==> src/mac_fc_pkg.sv <==
// Constants, register map and types shared by the pause flow control block
package mac_fc_pkg;
   // Register byte offsets on the Wishbone slave
   localparam logic [7:0]  OFS_CTRL     = 8'h00;
   localparam logic [7:0]  OFS_ADDR_LO  = 8'h04;
   localparam logic [7:0]  OFS_ADDR_HI  = 8'h08;
   localparam logic [7:0]  OFS_REFRESH  = 8'h0C;
   localparam logic [7:0]  OFS_STATUS   = 8'h10;
   // Control register field positions
   localparam int          CTRL_TX_EN   = 0;
   localparam int          CTRL_RX_EN   = 1;
   localparam int          CTRL_EXT     = 2;
   localparam int          CTRL_AUTO_ON = 3;
   localparam int          CTRL_LEN_DIS = 4;
   localparam int          CTRL_W       = 5;
   // Status register field positions
   localparam int          STS_INH      = 16;
   localparam int          STS_PEND     = 17;
   // Reset values
   localparam logic [4:0]  CTRL_RST     = 5'h00;
   localparam logic [47:0] STATION_RST  = 48'h020000000001;
   localparam logic [15:0] REFRESH_RST  = 16'hFF00;
   // Frame constants, first byte on the wire is the top byte
   localparam logic [47:0] RESERVED_DA  = 48'h0180C2000001;
   localparam logic [15:0] CTRL_TYPE    = 16'h8808;
   localparam logic [15:0] PAUSE_OPCODE = 16'h0001;
   localparam int          PAUSE_LEN    = 60;
   localparam int          CTRL_LEN     = 64;
   // Receive statistics word bits
   localparam int          STAT_GOOD    = 0;
   localparam int          STAT_CTRL    = 20;
   // One quantum is 512 bit times, 51.2 ns at 10 Gb/s; least time rounds up
   localparam int          QUANTUM_PS   = 51200;
   localparam int          CLK_PS       = 20000;
   localparam int          QUANTUM_CYC  = (QUANTUM_PS + CLK_PS - 1) / CLK_PS;
   typedef enum {TX_IDLE, TX_CLIENT, TX_PAUSE} tx_state_e;
endpackage

==> src/quanta_counter.sv <==
// Down counter of pause quanta, loadable, with an expiry pulse
`timescale 1ns/1ps
module quanta_counter (
   input  wire logic        clock,
   input  wire logic        rst,
   input  wire logic        load,
   input  wire logic [15:0] load_val,
   input  wire logic        tick,
   output logic      [15:0] count_q,
   output logic             done_q
);
   // Load wins over a tick so a restart never loses a quantum to a stale decrement
   always_ff @(posedge clock or posedge rst) begin
      if (rst) begin
         count_q <= 16'h0000;
         done_q  <= 1'b0;
      end else begin
         done_q <= 1'b0;
         if (load) begin
            count_q <= load_val;
         end else if (tick && count_q != 16'h0000) begin
            count_q <= count_q - 16'h0001;
            done_q  <= (count_q == 16'h0001);
         end
      end
   end
endmodule

==> src/mac_pause_flow_control.sv <==
// Pause frame generation, reception and transmit inhibit for a 10G MAC
//
// Design decisions made here: the Wishbone register port and the register addresses.
`timescale 1ns/1ps
//////////////////////////////////////////////////////////////////////////////
module mac_pause_flow_control (
   input  wire logic        clock,
   input  wire logic        rst,
   input  wire logic        wb_cyc_i,
   input  wire logic        wb_stb_i,
   input  wire logic        wb_we_i,
   input  wire logic [7:0]  wb_adr_i,
   input  wire logic [3:0]  wb_sel_i,
   input  wire logic [31:0] wb_dat_i,
   output logic      [31:0] wb_dat_o,
   output logic             wb_ack_o,
   input  wire logic        pause_req_valid,
   input  wire logic [15:0] pause_req_quanta,
   input  wire logic        tx_valid,
   input  wire logic [7:0]  tx_data,
   input  wire logic        tx_last,
   output logic             tx_ack,
   output logic             line_tx_valid,
   output logic      [7:0]  line_tx_data,
   output logic             line_tx_last,
   input  wire logic        line_rx_valid,
   input  wire logic [7:0]  line_rx_data,
   input  wire logic        line_rx_last,
   input  wire logic        line_rx_crc_ok,
   output logic             rx_valid,
   output logic      [7:0]  rx_data,
   output logic             rx_last,
   output logic             rx_good,
   output logic             rx_stat_valid,
   output logic      [31:0] rx_stat_word
);
   logic [4:0]                  ctrl_q;
   logic [47:0]                 station_q;
   logic [15:0]                 refresh_q;
   mac_fc_pkg::tx_state_e       state_q;
   logic [5:0]                  idx_q;
   logic                        pend_q;
   logic [15:0]                 pend_quanta_q;
   logic [15:0]                 frame_quanta_q;
   logic [15:0]                 held_quanta_q;
   logic                        req_prev_q;
   logic                        held_q;
   logic [1:0]                  div_q;
   logic                        tick_q;
   logic [6:0]                  rcnt_q;
   logic                        da_res_q;
   logic                        da_sta_q;
   logic [15:0]                 type_q;
   logic [15:0]                 op_q;
   logic [15:0]                 rq_q;
   logic [15:0]                 inh_count;
   logic                        refresh_done;
   logic                        send_start;
   logic                        inhibit;
   logic                        req_rise;
   logic                        req_fall;
   logic                        is_ctrl;
   logic                        err_free;
   logic                        act;
   logic                        tx_en;
   logic                        rx_en;
   logic                        ext_mode;

   // Byte i of a 48-bit address as it goes on the wire, top byte first
   function automatic logic [7:0] addr_byte(input logic [47:0] a, input logic [2:0] i);
      addr_byte = a[8*(5-i) +: 8];
   endfunction

   // Merge a Wishbone write into a word under its byte selects
   function automatic logic [31:0] merge(input logic [31:0] old, input logic [31:0] nw,
                                         input logic [3:0] sel);
      merge = old;
      for (int b = 0; b < 4; b++) begin
         if (sel[b]) begin
            merge[8*b +: 8] = nw[8*b +: 8];
         end
      end
   endfunction

   // Byte of the generated pause frame; FCS is appended downstream
   function automatic logic [7:0] frame_byte(input logic [5:0] i, input logic [47:0] sa,
                                             input logic [15:0] q);
      if (i < 6'd6) begin
         frame_byte = addr_byte(mac_fc_pkg::RESERVED_DA, i[2:0]);
      end else if (i < 6'd12) begin
         frame_byte = addr_byte(sa, 3'(i - 6'd6));
      end else begin
         case (i)
            6'd12:   frame_byte = mac_fc_pkg::CTRL_TYPE[15:8];
            6'd13:   frame_byte = mac_fc_pkg::CTRL_TYPE[7:0];
            6'd14:   frame_byte = mac_fc_pkg::PAUSE_OPCODE[15:8];
            6'd15:   frame_byte = mac_fc_pkg::PAUSE_OPCODE[7:0];
            6'd16:   frame_byte = q[15:8];
            6'd17:   frame_byte = q[7:0];
            default: frame_byte = 8'h00;
         endcase
      end
   endfunction

   assign tx_en    = ctrl_q[mac_fc_pkg::CTRL_TX_EN];
   assign rx_en    = ctrl_q[mac_fc_pkg::CTRL_RX_EN];
   assign ext_mode = ctrl_q[mac_fc_pkg::CTRL_EXT];

   //////////////////////////////////////////////////////////////////////////////
   // Wishbone classic slave, one wait state, unmapped reads give zero
   always_ff @(posedge clock or posedge rst) begin
      if (rst) begin
         wb_ack_o <= 1'b0;
         wb_dat_o <= 32'h00000000;
      end else begin
         wb_ack_o <= wb_cyc_i && wb_stb_i && !wb_ack_o;
         if (wb_cyc_i && wb_stb_i && !wb_ack_o) begin
            case (wb_adr_i)
               mac_fc_pkg::OFS_CTRL:    wb_dat_o <= {27'h0, ctrl_q};
               mac_fc_pkg::OFS_ADDR_LO: wb_dat_o <= station_q[31:0];
               mac_fc_pkg::OFS_ADDR_HI: wb_dat_o <= {16'h0, station_q[47:32]};
               mac_fc_pkg::OFS_REFRESH: wb_dat_o <= {16'h0, refresh_q};
               mac_fc_pkg::OFS_STATUS:  wb_dat_o <= {14'h0, pend_q, inhibit, inh_count};
               default:                 wb_dat_o <= 32'h00000000;
            endcase
         end
      end
   end

   // Writes land on the edge where ack is high, as the master samples it
   always_ff @(posedge clock or posedge rst) begin
      if (rst) begin
         ctrl_q    <= mac_fc_pkg::CTRL_RST;
         station_q <= mac_fc_pkg::STATION_RST;
         refresh_q <= mac_fc_pkg::REFRESH_RST;
      end else if (wb_cyc_i && wb_stb_i && wb_we_i && wb_ack_o) begin
         case (wb_adr_i)
            mac_fc_pkg::OFS_CTRL:    ctrl_q <= 5'(merge({27'h0, ctrl_q}, wb_dat_i, wb_sel_i));
            mac_fc_pkg::OFS_ADDR_LO: station_q[31:0] <= merge(station_q[31:0], wb_dat_i, wb_sel_i);
            mac_fc_pkg::OFS_ADDR_HI: station_q[47:32] <=
               16'(merge({16'h0, station_q[47:32]}, wb_dat_i, wb_sel_i));
            mac_fc_pkg::OFS_REFRESH: refresh_q <= 16'(merge({16'h0, refresh_q}, wb_dat_i, wb_sel_i));
            default: ;
         endcase
      end
   end

   //////////////////////////////////////////////////////////////////////////////
   // Quantum divider: one tick every 3 clocks (60 ns), 512 bit times rounded up
   always_ff @(posedge clock or posedge rst) begin
      if (rst) begin
         div_q  <= 2'h0;
         tick_q <= 1'b0;
      end else begin
         tick_q <= (div_q == 2'(mac_fc_pkg::QUANTUM_CYC - 1));
         div_q  <= (div_q == 2'(mac_fc_pkg::QUANTUM_CYC - 1)) ? 2'h0 : div_q + 2'h1;
      end
   end

   //////////////////////////////////////////////////////////////////////////////
   // Pause request capture; a single slot, so later requests overwrite
   assign send_start = (state_q == mac_fc_pkg::TX_IDLE) && pend_q;
   assign req_rise   = pause_req_valid && !req_prev_q;
   assign req_fall   = !pause_req_valid && req_prev_q;

   always_ff @(posedge clock or posedge rst) begin
      if (rst) begin
         req_prev_q <= 1'b0;
         held_q     <= 1'b0;
      end else begin
         req_prev_q <= pause_req_valid;
         held_q     <= pause_req_valid && req_prev_q;
      end
   end

   // A new request in the start cycle still wins, so it stays pending for the next frame
   always_ff @(posedge clock or posedge rst) begin
      if (rst) begin
         pend_q        <= 1'b0;
         pend_quanta_q <= 16'h0000;
         held_quanta_q <= 16'h0000;
      end else begin
         if (send_start) begin
            pend_q <= 1'b0;
         end
         if (tx_en && !ext_mode && pause_req_valid) begin
            pend_q        <= 1'b1;
            pend_quanta_q <= pause_req_quanta;
         end else if (tx_en && ext_mode) begin
            if (req_rise) begin
               pend_q        <= 1'b1;
               pend_quanta_q <= pause_req_quanta;
               held_quanta_q <= pause_req_quanta;
            end else if (pause_req_valid && req_prev_q && refresh_done) begin
               pend_q        <= 1'b1;
               pend_quanta_q <= held_quanta_q;
            end else if (req_fall && held_q && ctrl_q[mac_fc_pkg::CTRL_AUTO_ON]) begin
               pend_q        <= 1'b1;
               pend_quanta_q <= 16'h0000;
            end
         end
      end
   end

   // Refresh timer restarts on every pause frame and runs only while held
   quanta_counter refresh_ctr (
      .clock    (clock),
      .rst      (rst),
      .load     (send_start),
      .load_val (refresh_q),
      .tick     (tick_q && pause_req_valid && req_prev_q),
      .count_q  (),
      .done_q   (refresh_done)
   );

   //////////////////////////////////////////////////////////////////////////////
   // Transmit arbiter: frames in flight always finish before a pause frame
   always_ff @(posedge clock or posedge rst) begin
      if (rst) begin
         state_q        <= mac_fc_pkg::TX_IDLE;
         idx_q          <= 6'h00;
         frame_quanta_q <= 16'h0000;
         tx_ack         <= 1'b0;
         line_tx_valid  <= 1'b0;
         line_tx_data   <= 8'h00;
         line_tx_last   <= 1'b0;
      end else begin
         tx_ack        <= 1'b0;
         line_tx_valid <= 1'b0;
         line_tx_last  <= 1'b0;
         case (state_q)
            mac_fc_pkg::TX_IDLE: begin
               if (pend_q) begin
                  state_q        <= mac_fc_pkg::TX_PAUSE;
                  idx_q          <= 6'h00;
                  frame_quanta_q <= pend_quanta_q;
               end else if (tx_valid && !inhibit) begin
                  // First byte leaves next cycle: the client still holds it until it sees the ack
                  tx_ack  <= 1'b1;
                  state_q <= mac_fc_pkg::TX_CLIENT;
               end
            end
            mac_fc_pkg::TX_CLIENT: begin
               line_tx_valid <= 1'b1;
               line_tx_data  <= tx_data;
               line_tx_last  <= tx_last;
               if (tx_last) begin
                  state_q <= mac_fc_pkg::TX_IDLE;
               end
            end
            mac_fc_pkg::TX_PAUSE: begin
               line_tx_valid <= 1'b1;
               line_tx_data  <= frame_byte(idx_q, station_q, frame_quanta_q);
               line_tx_last  <= (idx_q == 6'(mac_fc_pkg::PAUSE_LEN - 1));
               idx_q         <= idx_q + 6'h01;
               if (idx_q == 6'(mac_fc_pkg::PAUSE_LEN - 1)) begin
                  state_q <= mac_fc_pkg::TX_IDLE;
               end
            end
            default: state_q <= mac_fc_pkg::TX_IDLE;
         endcase
      end
   end

   //////////////////////////////////////////////////////////////////////////////
   // Receive parser: fields are caught by byte position as the frame streams by
   always_ff @(posedge clock or posedge rst) begin
      if (rst) begin
         rcnt_q   <= 7'h00;
         da_res_q <= 1'b0;
         da_sta_q <= 1'b0;
         type_q   <= 16'h0000;
         op_q     <= 16'h0000;
         rq_q     <= 16'h0000;
      end else if (line_rx_valid) begin
         rcnt_q <= line_rx_last ? 7'h00 : (rcnt_q == 7'h7F ? rcnt_q : rcnt_q + 7'h01);
         if (rcnt_q < 7'd6) begin
            da_res_q <= (rcnt_q == 7'd0 || da_res_q) &&
                        line_rx_data == addr_byte(mac_fc_pkg::RESERVED_DA, rcnt_q[2:0]);
            da_sta_q <= (rcnt_q == 7'd0 || da_sta_q) &&
                        line_rx_data == addr_byte(station_q, rcnt_q[2:0]);
         end
         if (rcnt_q == 7'd12 || rcnt_q == 7'd13) begin
            type_q <= {type_q[7:0], line_rx_data};
         end
         if (rcnt_q == 7'd14 || rcnt_q == 7'd15) begin
            op_q <= {op_q[7:0], line_rx_data};
         end
         if (rcnt_q == 7'd16 || rcnt_q == 7'd17) begin
            rq_q <= {rq_q[7:0], line_rx_data};
         end
      end
   end

   // Verdict on the last byte; rcnt_q counts the bytes before it
   assign is_ctrl  = (rcnt_q >= 7'd17) && (type_q == mac_fc_pkg::CTRL_TYPE);
   assign err_free = line_rx_crc_ok &&
                     (rcnt_q == 7'(mac_fc_pkg::CTRL_LEN - 1) || ctrl_q[mac_fc_pkg::CTRL_LEN_DIS]);
   assign act      = line_rx_valid && line_rx_last && rx_en && is_ctrl && err_free &&
                     (da_res_q || da_sta_q) && op_q == mac_fc_pkg::PAUSE_OPCODE;

   // Client delivery one cycle behind the line, good flag only on the last byte
   always_ff @(posedge clock or posedge rst) begin
      if (rst) begin
         rx_valid      <= 1'b0;
         rx_data       <= 8'h00;
         rx_last       <= 1'b0;
         rx_good       <= 1'b0;
         rx_stat_valid <= 1'b0;
         rx_stat_word  <= 32'h00000000;
      end else begin
         rx_valid      <= line_rx_valid;
         rx_data       <= line_rx_data;
         rx_last       <= line_rx_valid && line_rx_last;
         rx_good       <= 1'b0;
         rx_stat_valid <= line_rx_valid && line_rx_last;
         if (line_rx_valid && line_rx_last) begin
            if (is_ctrl) begin
               rx_good <= err_free && !act;
            end else begin
               rx_good <= line_rx_crc_ok;
            end
            rx_stat_word <= 32'h00000000;
            rx_stat_word[mac_fc_pkg::STAT_GOOD] <= is_ctrl ? err_free : line_rx_crc_ok;
            rx_stat_word[mac_fc_pkg::STAT_CTRL] <= is_ctrl;
         end
      end
   end

   // Inhibit timer; a zero-quanta pause loads zero and ends it at once
   quanta_counter inhibit_ctr (
      .clock    (clock),
      .rst      (rst),
      .load     (act),
      .load_val (rq_q),
      .tick     (tick_q),
      .count_q  (inh_count),
      .done_q   ()
   );
   assign inhibit = (inh_count != 16'h0000);

   //////////////////////////////////////////////////////////////////////////////
   // Checks on the design's own state and outputs
   AST_REQ_CAPTURE: assert property (@(posedge clock) disable iff (rst)
      (tx_en && !ext_mode && pause_req_valid && !send_start) |=>
      (pend_q && pend_quanta_q == $past(pause_req_quanta)))
      else $error("pause request quanta not captured");
   AST_NO_ABORT: assert property (@(posedge clock) disable iff (rst)
      (state_q == mac_fc_pkg::TX_CLIENT && !tx_last) |=> state_q == mac_fc_pkg::TX_CLIENT)
      else $error("client frame cut short");
   AST_PAUSE_FIRST: assert property (@(posedge clock) disable iff (rst)
      send_start |=> (state_q == mac_fc_pkg::TX_PAUSE && !tx_ack))
      else $error("pause frame did not start ahead of client");
   AST_PAUSE_INHIBITED: assert property (@(posedge clock) disable iff (rst)
      (send_start && inhibit) |=> ##1 (line_tx_valid && line_tx_data == 8'h01))
      else $error("pause frame blocked by inhibit");
   AST_FRAME_PARAM: assert property (@(posedge clock) disable iff (rst)
      (state_q == mac_fc_pkg::TX_PAUSE && idx_q == 6'd16) |=>
      (line_tx_data == frame_quanta_q[15:8]) ##1 (line_tx_data == frame_quanta_q[7:0]))
      else $error("pause parameter field wrong");
   AST_ACK_WITHHELD: assert property (@(posedge clock) disable iff (rst)
      inhibit |=> !tx_ack)
      else $error("transmit acknowledge given while inhibited");
   AST_RESUME_ZERO: assert property (@(posedge clock) disable iff (rst)
      (tx_en && ext_mode && req_fall && held_q && ctrl_q[mac_fc_pkg::CTRL_AUTO_ON]) |=>
      (pend_q && pend_quanta_q == 16'h0000))
      else $error("resume frame not queued");
   AST_ZERO_CANCEL: assert property (@(posedge clock) disable iff (rst)
      (act && rq_q == 16'h0000) |=> !inhibit)
      else $error("zero quanta did not end inhibit");
   AST_ACTED_MARK: assert property (@(posedge clock) disable iff (rst)
      act |=> (rx_last && !rx_good && rx_stat_word[0] && rx_stat_word[20]))
      else $error("acted pause frame marked wrongly");
   AST_CTRL_STAT: assert property (@(posedge clock) disable iff (rst)
      (line_rx_valid && line_rx_last && is_ctrl) |=> (rx_stat_valid && rx_stat_word[20]))
      else $error("control frame statistics bit missing");
endmodule

==> config.mk <==
export PLATFORM = sky130hd
export DESIGN_NAME = mac_pause_flow_control
export DESIGN_NICKNAME = d
export VERILOG_FILES = /design/src/mac_fc_pkg.sv /design/src/quanta_counter.sv /design/src/mac_pause_flow_control.sv
export SDC_FILE = /design/constraint.sdc
export NUM_CORES = 1
export LEC_CHECK = 0
export BUFFER_PORTS_ARGS = -buffer_cell sky130_fd_sc_hd__buf_2
export CORE_UTILIZATION = 30
export CTS_CLUSTER_DIAMETER = 30
export DETAILED_ROUTE_END_ITERATION = 8
export SLEW_MARGIN = 20
export SYNTH_ARGS = -nofsm -noshare
export SYNTH_HDL_FRONTEND = slang
export SYNTH_SLANG_ARGS = --single-unit
==> constraint.sdc <==
create_clock -name clock -period 8.9 [get_ports clock]
set_input_delay 1.335 -clock clock [delete_from_list [all_inputs] [get_ports clock]]
set_output_delay 1.335 -clock clock [all_outputs]
set_load 0.01 [all_outputs]
==> results.toml, run 1 <==
[routing]
wirelength_um = 37500
drc = 0
viasPerCell = 5.06
wire_per_inst_um = 18.9
drtIter0Drc = 1026
dr.pass1.iters = 8
ant_nets = 0
num_vias = 10050

[placed_design]
routabilityCongestion = 0.913
dp_cells = 1880
io_buffers = 144
dp_hpwl_um = 26600

[power_and_ir_drop]
comb_power_share_pct = 4.3
p_int_uw = 2880
power.switching_uw = 849
vdd_drop_max_mv = 0.118
swShare_pct = 22.8
p_clk_share_pct = 60.9
p_per_area_nw_per_um2 = 222
power.leakage_uw = 0.00789
seq_power_share_pct = 34.8
power.total_uw = 3730

[floorplan]
fp.dieH_um = 215
die_w_um = 215
initial_core_util_pct = 30.6
die-area_um2 = 46200
ios = 175
rows = 77
core_area_um2 = 44400

[layout]
finalNonFillerCells = 1985
nNetsFinal = 1454
ff_latch_area_um2 = 6970
area_growth_pct = 23.8
multi_input_area_um2 = 6130
fillCellCount = 4285
layout-drive-gt1-share_pct = 33.3
antennaDiodeCount = 0

[grt]
met1_usage_pct = 23.2
grt_pass1_vias = 10097
grt_max_degree = 190
use_met2_pct = 25.3
use_met3_pct = 3.16
grt_use_total_pct = 16.5
grt_first_pass_wirelength_um = 59200
grt.overflow.total = 0
antenna_found_initial = 3
grt_most_used_layer = "met2"

[clock_tree]
hold_buffers = 0
cts.htree.levels = 2
post_cts_buffers = 0
cts_resized = 0
cts_root_buf = "clkbuf_16"
cts_tree = "done"
clk_pin_slew_worst_paths_ns = 0.05
cts_buffer_depth = 3
clock_latency_ns = 0.58
cts_buffers = 57
clock_sinks = 278

[sta]
finClkSkew_ns = 0.0167
tightest_slew_ns = 1.09
hold_viol = 0
setup_viol = 0
fmax_mhz = 283
drv_slew = 0
tns_ns = 0
finalCritPeriodShare_pct = 39.7
min_period_ns = 3.54
rsz0062_at_grt = "no"
slew_headroom_pct = 26.9

[worst_setup_path]
arrival_ns = 4.04
cp.required_ns = 9.40
critPathKind = "reg -> reg"
cp_max_fo = 21
cp-start-kind = "flop"
end_kind = "flop"

[yosys]
synthCells = 1197
yosysSeqAreaShare_pct = 51.3
ys.flop_type = "dfrtp_1"
synth_edf_count = 0
synthesis.area_um2 = 13600
yosys-top-cells-area = "dfrtp_1 (49%), mux2_2 (13%), nand2_1 (2.7%)"
ys_seq_elements = 278
synth_top_area_share_pct = 49.3
async_flop_share_pct = 100
yosys_warnings = 0
avgSynthCellArea_um2 = 11.4
ys_types = 72
synth_top_area_cell = "dfrtp_1"

[worst_hold_path]
min_path_type = "reg -> reg"

[outcome]
outcome = "finished clean"

[run]
max_cap_viol_count = 0
[power by group through the flow]
stage	Sequential [µW]	Combinational, µW	Clock [µW]
after floorplan	1310	118	0
after global placement	1320	157	0
after detailed placement	1320	159	0
after CTS	1300	160	2310
after global routing	1300	176	2380
final	1300	160	2270
[placed cells by master, fill, tap and decap left out, drive strengths merged, types with 9 or more instances in the layout]
master / instances
a22oi: 32
buf: 154
nor2b: 12
nor4: 11
mux2i: 23
ha: 19
and3: 11
nand3: 30
a21boi: 12
a21oi: 50
nand2: 98
bufinv: 10
nor2: 73
clkbuf: 69
mux2: 166
dfrtp: 268
or3: 11
xnor2: 22
o21ai: 66
xor2: 16
nor3: 21
inv: 34
o22ai: 9
dfstp: 10
conb: 30
nand4: 10
a222oi: 18
[worst paths after layout]
kind	from	endpoint	slack, ns	cells after the start
min reg2reg	div_q[0]	div_q[0]	0.43	1
min in group asynchronous	rst	type_q[3]	0.93	2
max reg2reg	rcnt_q[1]	da_sta_q	5.36	8
max in group asynchronous	rst	held_quanta_q[12]	6.49	4
min	div_q[0]	div_q[0]	0.43	1
max	rcnt_q[1]	da_sta_q	5.36	8
[state kept, by name (all words and copies together) (netlist names), 6 cells and up]
register             cells
frame_quanta_q          16
wb_dat_o                32
rcnt_q                   7
refresh_ctr.count_q     16
type_q                  16
inhibit_ctr.count_q     16
pend_quanta_q           16
idx_q                    6
refresh_q               16
op_q                    16
line_tx_data             8
rx_data                  8
held_quanta_q           16
station_q               48
rq_q                    16
[Yosys cell counts, types with 22 or more instances]
library cell / count
nand2_1: 98
mux2i_1: 23
inv_1: 22
a22oi_1: 32
clkbuf_1: 37
dfrtp_1: 268
buf_4: 33
o21ai_0: 66
mux2_2: 163
nand3_1: 26
a21oi_1: 50
nor2_1: 72
xnor2_1: 22
[worst max-delay path: stages (launching register included)]
cell and delay [ns]:
dfrtp_1 0.58, inv_1 0.18, ha_1 0.94, mux2_2 0.41, a222oi_1 0.40, xor2_1 0.17
nand3_1 0.08, or4_1 0.54, a21oi_1 0.16
[layout make-up]
class	count	area share, %
Sequential cell	278	41.4
Inverter	22	0.513
Clock buffer	69	9.23
Multi-Input combinational cell	835	36.5
Tap cell	592	4.40
Clock inverter	35	3.06
Timing Repair Buffer	154	4.92
[cell families (layout without fill, tap and decap cells)]
family	Yosys count	count (layout)	share of synthesized area (%)
simple gates	321	321	12.2
flops	278	278	51.3
compound gates	230	230	11.0
mux	197	197	16.8
buf+inv	113	280	4.57
xor+xnor	38	38	2.45
fa+ha+maj	19	19	1.75
other cells	1	30	0.0276
[layer usage]
metal	share of wire [%]	vias up
met3	6.0	64
met5	0	-
li1	-	4617
met1	46	5039
met4	2.2	0
met2	45	330
[through the flow]
| step | cell area [µm²] | hold WS, ns | setup WS [ns] | utilization [%] |
|---|---|---|---|---|
| floorplan | 13700 | 0.411 | 3.89 | - |
| global placement | 14700 | 0.423 | 5.08 | 33.2 |
| detailed placement | 14700 | 0.432 | 4.99 | 33.2 |
| CTS | 16800 | 0.439 | 5.34 | 37.8 |
| global route | 16800 | 0.474 | 5.13 | 37.9 |
| finish | 16800 | 0.435 | 5.36 | 37.9 |
Power figures use the tool's default switching activity.
==> inputs of run 2 (changes only) <==
--- a/config.mk
+++ b/config.mk
@@ -5,6 +5,7 @@
 export SDC_FILE = /design/constraint.sdc
 export NUM_CORES = 1
 export LEC_CHECK = 0
+export ABC_AREA = 1
 export BUFFER_PORTS_ARGS = -buffer_cell sky130_fd_sc_hd__buf_2
 export CORE_UTILIZATION = 30
 export CTS_CLUSTER_DIAMETER = 30
==> constraint.sdc (replaced) <==
create_clock -name clock -period 3.5 [get_ports clock]
set_input_delay 0.525 -clock clock [delete_from_list [all_inputs] [get_ports clock]]
set_output_delay 0.525 -clock clock [all_outputs]
set_load 0.01 [all_outputs]
==> run 2 against run 1 <==
  * Synthesized cell count grew 50%
  * Global-route usage grew 1.6 points
  * Synthesized area grew 6.3%
  * Final cell count grew 33%
  * Flip-flop and latch count is the same
  * Critical endpoint is now line_tx_data[2]
==> results.toml, run 2 <==
[yosys]
synthesis.area_um2 = 14500
synth_top_cells_by_count = "nand2_1 (454), dfrtp_1 (268), inv_1 (206)"
ys_seq_elements = 278
ys.flop_type = "dfrtp_1"
synth_top_area_share_pct = 46.4
synth_edf_count = 0
ys_types = 55
async_flop_share_pct = 100
yosysSeqAreaShare_pct = 48.2
avgSynthCellArea_um2 = 8.06
yosys-top-cells-area = "dfrtp_1 (46%), nand2_1 (12%), o21ai_0 (6.3%)"
yosysMostFrequentCell = "nand2_1"
synthCells = 1793
yosys_warnings = 0
synth_top_area_cell = "dfrtp_1"

[routing]
drtIter0Drc = 957
viasPerCell = 4.79
ant_nets = 0
num_vias = 12599
wire_per_inst_um = 16.6
wirelength_um = 43700
drc = 0
dr.pass1.iters = 5

[grt]
grt_max_degree = 79
grt_first_pass_wirelength_um = 69700
grt_use_total_pct = 18.1
antenna_found_initial = 4
grt.overflow.total = 0
grt_pass1_vias = 12434

[floorplan]
ios = 175
die-area_um2 = 49100
rows = 80
initial_core_util_pct = 30.3
core_area_um2 = 47600
fp.dieH_um = 222
die_w_um = 222

[sta]
finalCritPeriodShare_pct = 78.2
finClkSkew_ns = 0.0253
rsz0062_at_grt = "no"
holdWs_ns = 0.101
fmax_mhz = 366
worst_slack_ns = 0.764
min_period_ns = 2.74
drv_slew = 0
slew_headroom_pct = 24.3
setup_viol = 0
tightest_slew_ns = 1.13
hold_viol = 0

[layout]
area_growth_pct = 24.9
final_common_cell = "nand2_1"
regMostFlops = "station_q"
postLayoutCoreUtil_pct = 37.9
fillCellCount = 4888
top_regs = "station_q (48), wb_dat_o (32)"
layout_common_cells = "nand2_1 (454), dfrtp_1 (268), inv_1 (205), o21ai_0 (183), buf_2 (144)"
nNetsFinal = 2066
layout-drive-gt1-share_pct = 18.9
largest_register_ffs = 48
fin_area_um2 = 18100

[clock_tree]
clock_latency_ns = 0.58
clk_pin_slew_worst_paths_ns = 0.04
cts_resized = 0
clock_sinks = 278
cts.htree.levels = 3
cts_buffer_depth = 3
hold_buffers = 0
cts_tree = "done"
cts_buffers = 73
cts_root_buf = "clkbuf_16"
post_cts_buffers = 0

[worst_setup_path]
slowest_delay_ns = 0.61
cp-start-kind = "flop"
end_kind = "flop"
cp_slowest_cell = "inv_1"
arrival_ns = 3.23
cp_cell_sequence = "inv_1 -> ha_1 -> inv_1 -> nand2_1 -> nand2_2 -> inv_1 -> a21oi_1 -> nand2_1 -> nand2_1 -> nand3_1 -> a21oi_1"
r2r_cells = 11
cp_max_fo = 24
cp.required_ns = 3.99
critPathKind = "reg -> reg"

[worst_hold_path]
min_path_cells = 1
min_path_type = "in -> reg"

[placed_design]
dp_hpwl_um = 32300
routabilityCongestion = 0.889
place_area_um2 = 15600
preCtsSetupSlack_ns = 0.722
io_buffers = 144

[run]
max_cap_viol_count = 0

[power_and_ir_drop]
p_per_area_nw_per_um2 = 622
vdd_drop_max_mv = 0.339
power.leakage_uw = 0.00895

[outcome]
outcome = "finished clean"
run 2: cell count changes after synthesis, sizes merged, moves of 48 or more:
cell | previous run | this run
inv | 22 | 214
mux2 | 166 | 22
nand2 | 98 | 468
nand3 | 30 | 136
nor2 | 73 | 121
o21ai | 66 | 224
run 2: worst max-delay path: cells and delay by family (launching register included):
family | cells | cell delay (ns)
fa+ha+maj | 1 | 0.39
buf+inv | 3 | 0.85
flops | 1 | 0.52
simple gates | 5 | 0.59
compound gates | 2 | 0.33
run 2: cell type report:
class                   count  area [µm²]  area share [%]
inverters                 218         828            4.59
multi-input cells        1228        6170            34.2
repair buffers            161         886            4.90
flip-flops and latches    278        6970            38.6
clock buffers              96        2070            11.4
clock inverters            34         362            2.00
well taps                 615         769            4.26
diodes                      3        7.51          0.0416
run 2: final timing paths:
kind / slack [ns] / startpoint / to
max in group asynchronous: 2.37 / rst / rx_data[1]
worst min-delay path: 0.10 / pause_req_valid / req_prev_q
worst max register to register: 0.76 / idx_q[1] / line_tx_data[2]
worst max-delay path: 0.76 / idx_q[1] / line_tx_data[2]
min in group asynchronous: 0.17 / rst / inhibit_ctr.count_q[1]
worst min register to register: 0.44 / div_q[0] / tick_q
run 2: power by group:
| part | switching, µW | leakage, µW | internal, µW |
|---|---|---|---|
| Combinational | 751 | 0.00416 | 400 |
| Sequential | 155 | 0.00360 | 3420 |
| Clock | 1970 | 0.00119 | 4550 |
run 2: through the flow:
| step | total power, µW | cells | TNS [ns] |
|---|---|---|---|
| CTS | 11300 | 2630 | 0 |
| detailed placement | 4770 | 2500 | 0 |
| global route | 11700 | 2631 | 0 |
| global placement | 4750 | 2500 | 0 |
| floorplan | 4460 | 1822 | -186.58 |
| finish | 11200 | 2633 | 0 |
run 2: cells by family after synthesis:
kind of cell               count (synthesis)  share of synthesized area (%)
adders and majority gates                 19                           1.64
and+or+nand+nor                          781                           23.5
other                                      1                         0.0259
AOI/OAI and AO/OA                        359                           14.1
xor gates and xnor gates                  17                           1.03
buffers and inverters                    316                           9.84
muxes                                     22                           1.71
DFF                                      278                           48.2
run 2: layer usage:
layer / vias to the layer above / share of wire, % / GRT usage, %
met5: - / 0.030 / 0
met2: 368 / 48 / 29.6
met3: 107 / 5.6 / 3.86
li1: 6152 / - / -
met4: 2 / 3.6 / 7.28
met1: 5970 / 43 / 23.2
==> inputs of run 3 (changes only) <==
==> constraint.sdc (replaced) <==
create_clock -name clock -period 2.4 [get_ports clock]
set_input_delay 0.36 -clock clock [delete_from_list [all_inputs] [get_ports clock]]
set_output_delay 0.36 -clock clock [all_outputs]
set_load 0.01 [all_outputs]
==> run 3 against run 2 <==
  * Fmax is 26% higher
  * Via count is 2.5% higher
  * Die area stayed put
  * Worst setup slack worse by 0.53 ns
  * Worst hold slack worse by 0.081 ns
  * Non-clock buffer count is 40 higher
  * Total power is 58% higher
  * Critical path type unchanged
  * Critical endpoint is now inhibit_ctr.count_q[1]
==> results.toml, run 3 (synthesized netlist as in run 2, its figures left out) <==
[layout]
layout_common_cells = "nand2_1 (454), dfrtp_1 (267), inv_1 (204), o21ai_0 (183), buf_2 (144)"
postLayoutCoreUtil_pct = 39.4
top_regs = "station_q (48), wb_dat_o (32)"
finalNonFillerCells = 2680
nNetsFinal = 2109
layout-drive-gt1-share_pct = 20.2
area_growth_pct = 30.0
regMostFlops = "station_q"
final_common_cell = "nand2_1"
multi_input_area_um2 = 6180
antennaDiodeCount = 0
largest_register_ffs = 48
ff_latch_area_um2 = 6970
fillCellCount = 4817

[worst_hold_path]
min_path_cells = 2
hold_end = "station_q[22]"
holdCritStartpoint = "wb_dat_i[22]"
min_path_type = "in -> reg"

[worst_setup_path]
arrival_ns = 2.62
critPathKind = "reg -> reg"
r2r_cells = 9
r2r_slack_ns = 0.23
cp.required_ns = 2.85
end_kind = "flop"
cp-start-kind = "flop"
reg2reg_to = "inhibit_ctr.count_q[1]"
r2r_start = "rcnt_q[1]"
cp_max_fo = 12

[grt]
grt_use_total_pct = 18.4
grt_first_pass_wirelength_um = 71200
grt.overflow.total = 0
grt_max_degree = 55
grt_pass1_vias = 12861
antenna_found_initial = 0

[placed_design]
io_buffers = 144
routabilityCongestion = 0.923
dp_cells = 2523
dp_hpwl_um = 32700
preCtsSetupSlack_ns = 0.155

[routing]
drtIter0Drc = 1033
drc = 0
viasPerCell = 4.82
ant_nets = 0
wirelength_um = 44600
num_vias = 12919
dr.pass1.iters = 5
wire_per_inst_um = 16.6

[run]
max_cap_viol_count = 0

[clock_tree]
cts_root_buf = "clkbuf_16"
cts.htree.levels = 3
cts_buffers = 76
clock_sinks = 278
clock_latency_ns = 0.59
cts_tree = "done"
cts_buffer_depth = 3
clk_pin_slew_worst_paths_ns = 0.04

[sta]
min_period_ns = 2.17
slew_headroom_pct = 32.9
rsz0062_at_grt = "no"
finalCritPeriodShare_pct = 90.3
tightest_slew_ns = 1.00
hold_viol = 0
fmax_mhz = 461
finClkSkew_ns = 0.0180
drv_slew = 0
setup_viol = 0
worst_slack_ns = 0.232

[power_and_ir_drop]
power.leakage_uw = 0.00931
p_per_area_nw_per_um2 = 948
power.total_uw = 17800
vdd_drop_max_mv = 0.651

[floorplan]
core_area_um2 = 47600
ios = 175
die-area_um2 = 49100
die_w_um = 222
fp.dieH_um = 222
rows = 80
initial_core_util_pct = 30.3

[outcome]
outcome = "finished clean"
==> run 3: cell types whose count changed in the layout (fill, tap and decap cells not counted), sizes merged <==
cell         delta
clkinvlp        -2
inv             +4
bufinv          +8
dlygate4sd3    +16
clkinv          -6
diode           -3
clkbuf          +6
buf            +24
==> run 3: area by class of cell <==
type / count / area share [%]
well taps: 615 / 4.10
multi-input cells: 1228 / 32.9
flip-flops and latches: 278 / 37.1
clock inverters: 38 / 3.23
clock buffers: 102 / 11.5
repair buffers: 201 / 6.79
inverters: 218 / 4.41
==> run 3: stage by stage <==
step                      hold WS, ns  cell area, µm²  TNS, ns
after floorplan                 0.391           14600  -443.69
after global placement          0.430           15800        0
after detailed placement        0.437           15800        0
after CTS                     0.00118           18800        0
after global routing           0.0125           18800        0
final                          0.0205           18800        0
==> run 3: what timing repair did <==
action                                 in CTS  in global routing
hold buffers                               16                  0
setup buffers                               0                  1
setup endpoints to repair                   0                  4
gates resized for setup                     0                  3
endpoints found under the hold margin      25                  0
==> run 3: how the worst max path moves through the flow <==
stage | endpoint | startpoint | slack (ns)
after floorplan | ctrl_q[0] | rst | -1.63
after global placement | da_sta_q | rcnt_q[2] | 0.28
after detailed placement | refresh_ctr.count_q[9] | refresh_ctr.count_q[0] | 0.16
after CTS | refresh_ctr.count_q[9] | refresh_ctr.count_q[0] | 0.14
after global routing | da_sta_q | rcnt_q[1] | 0.03
final | inhibit_ctr.count_q[1] | rcnt_q[1] | 0.23
==> run 3: per-layer routing <==
layer,vias up,GRT usage [%],routed length [µm]
met4,0,7.37,1520
met5,-,0,0
met2,382,30.5,21300
li1,6240,-,-
met3,108,3.59,2380
met1,6189,23.5,19400
==> run 3: critical path, stage by stage, from the launching register on <==
cell and delay (ns):
dfrtp_1 0.45, ha_1 0.29, nand3_2 0.12, nor3_4 0.18
a21oi_2 0.10, nor2_4 0.13, buf_4 0.20, nand4_1 0.28
nand2_1 0.19, nand3_1 0.10
==> run 3: report_power, final <==
group	internal [µW]	leakage, µW	switching (µW)
clock	7780	0.00135	3070
sequential	4980	0.00360	241
combinational	630	0.00436	1110
total	13400	0.00931	4420
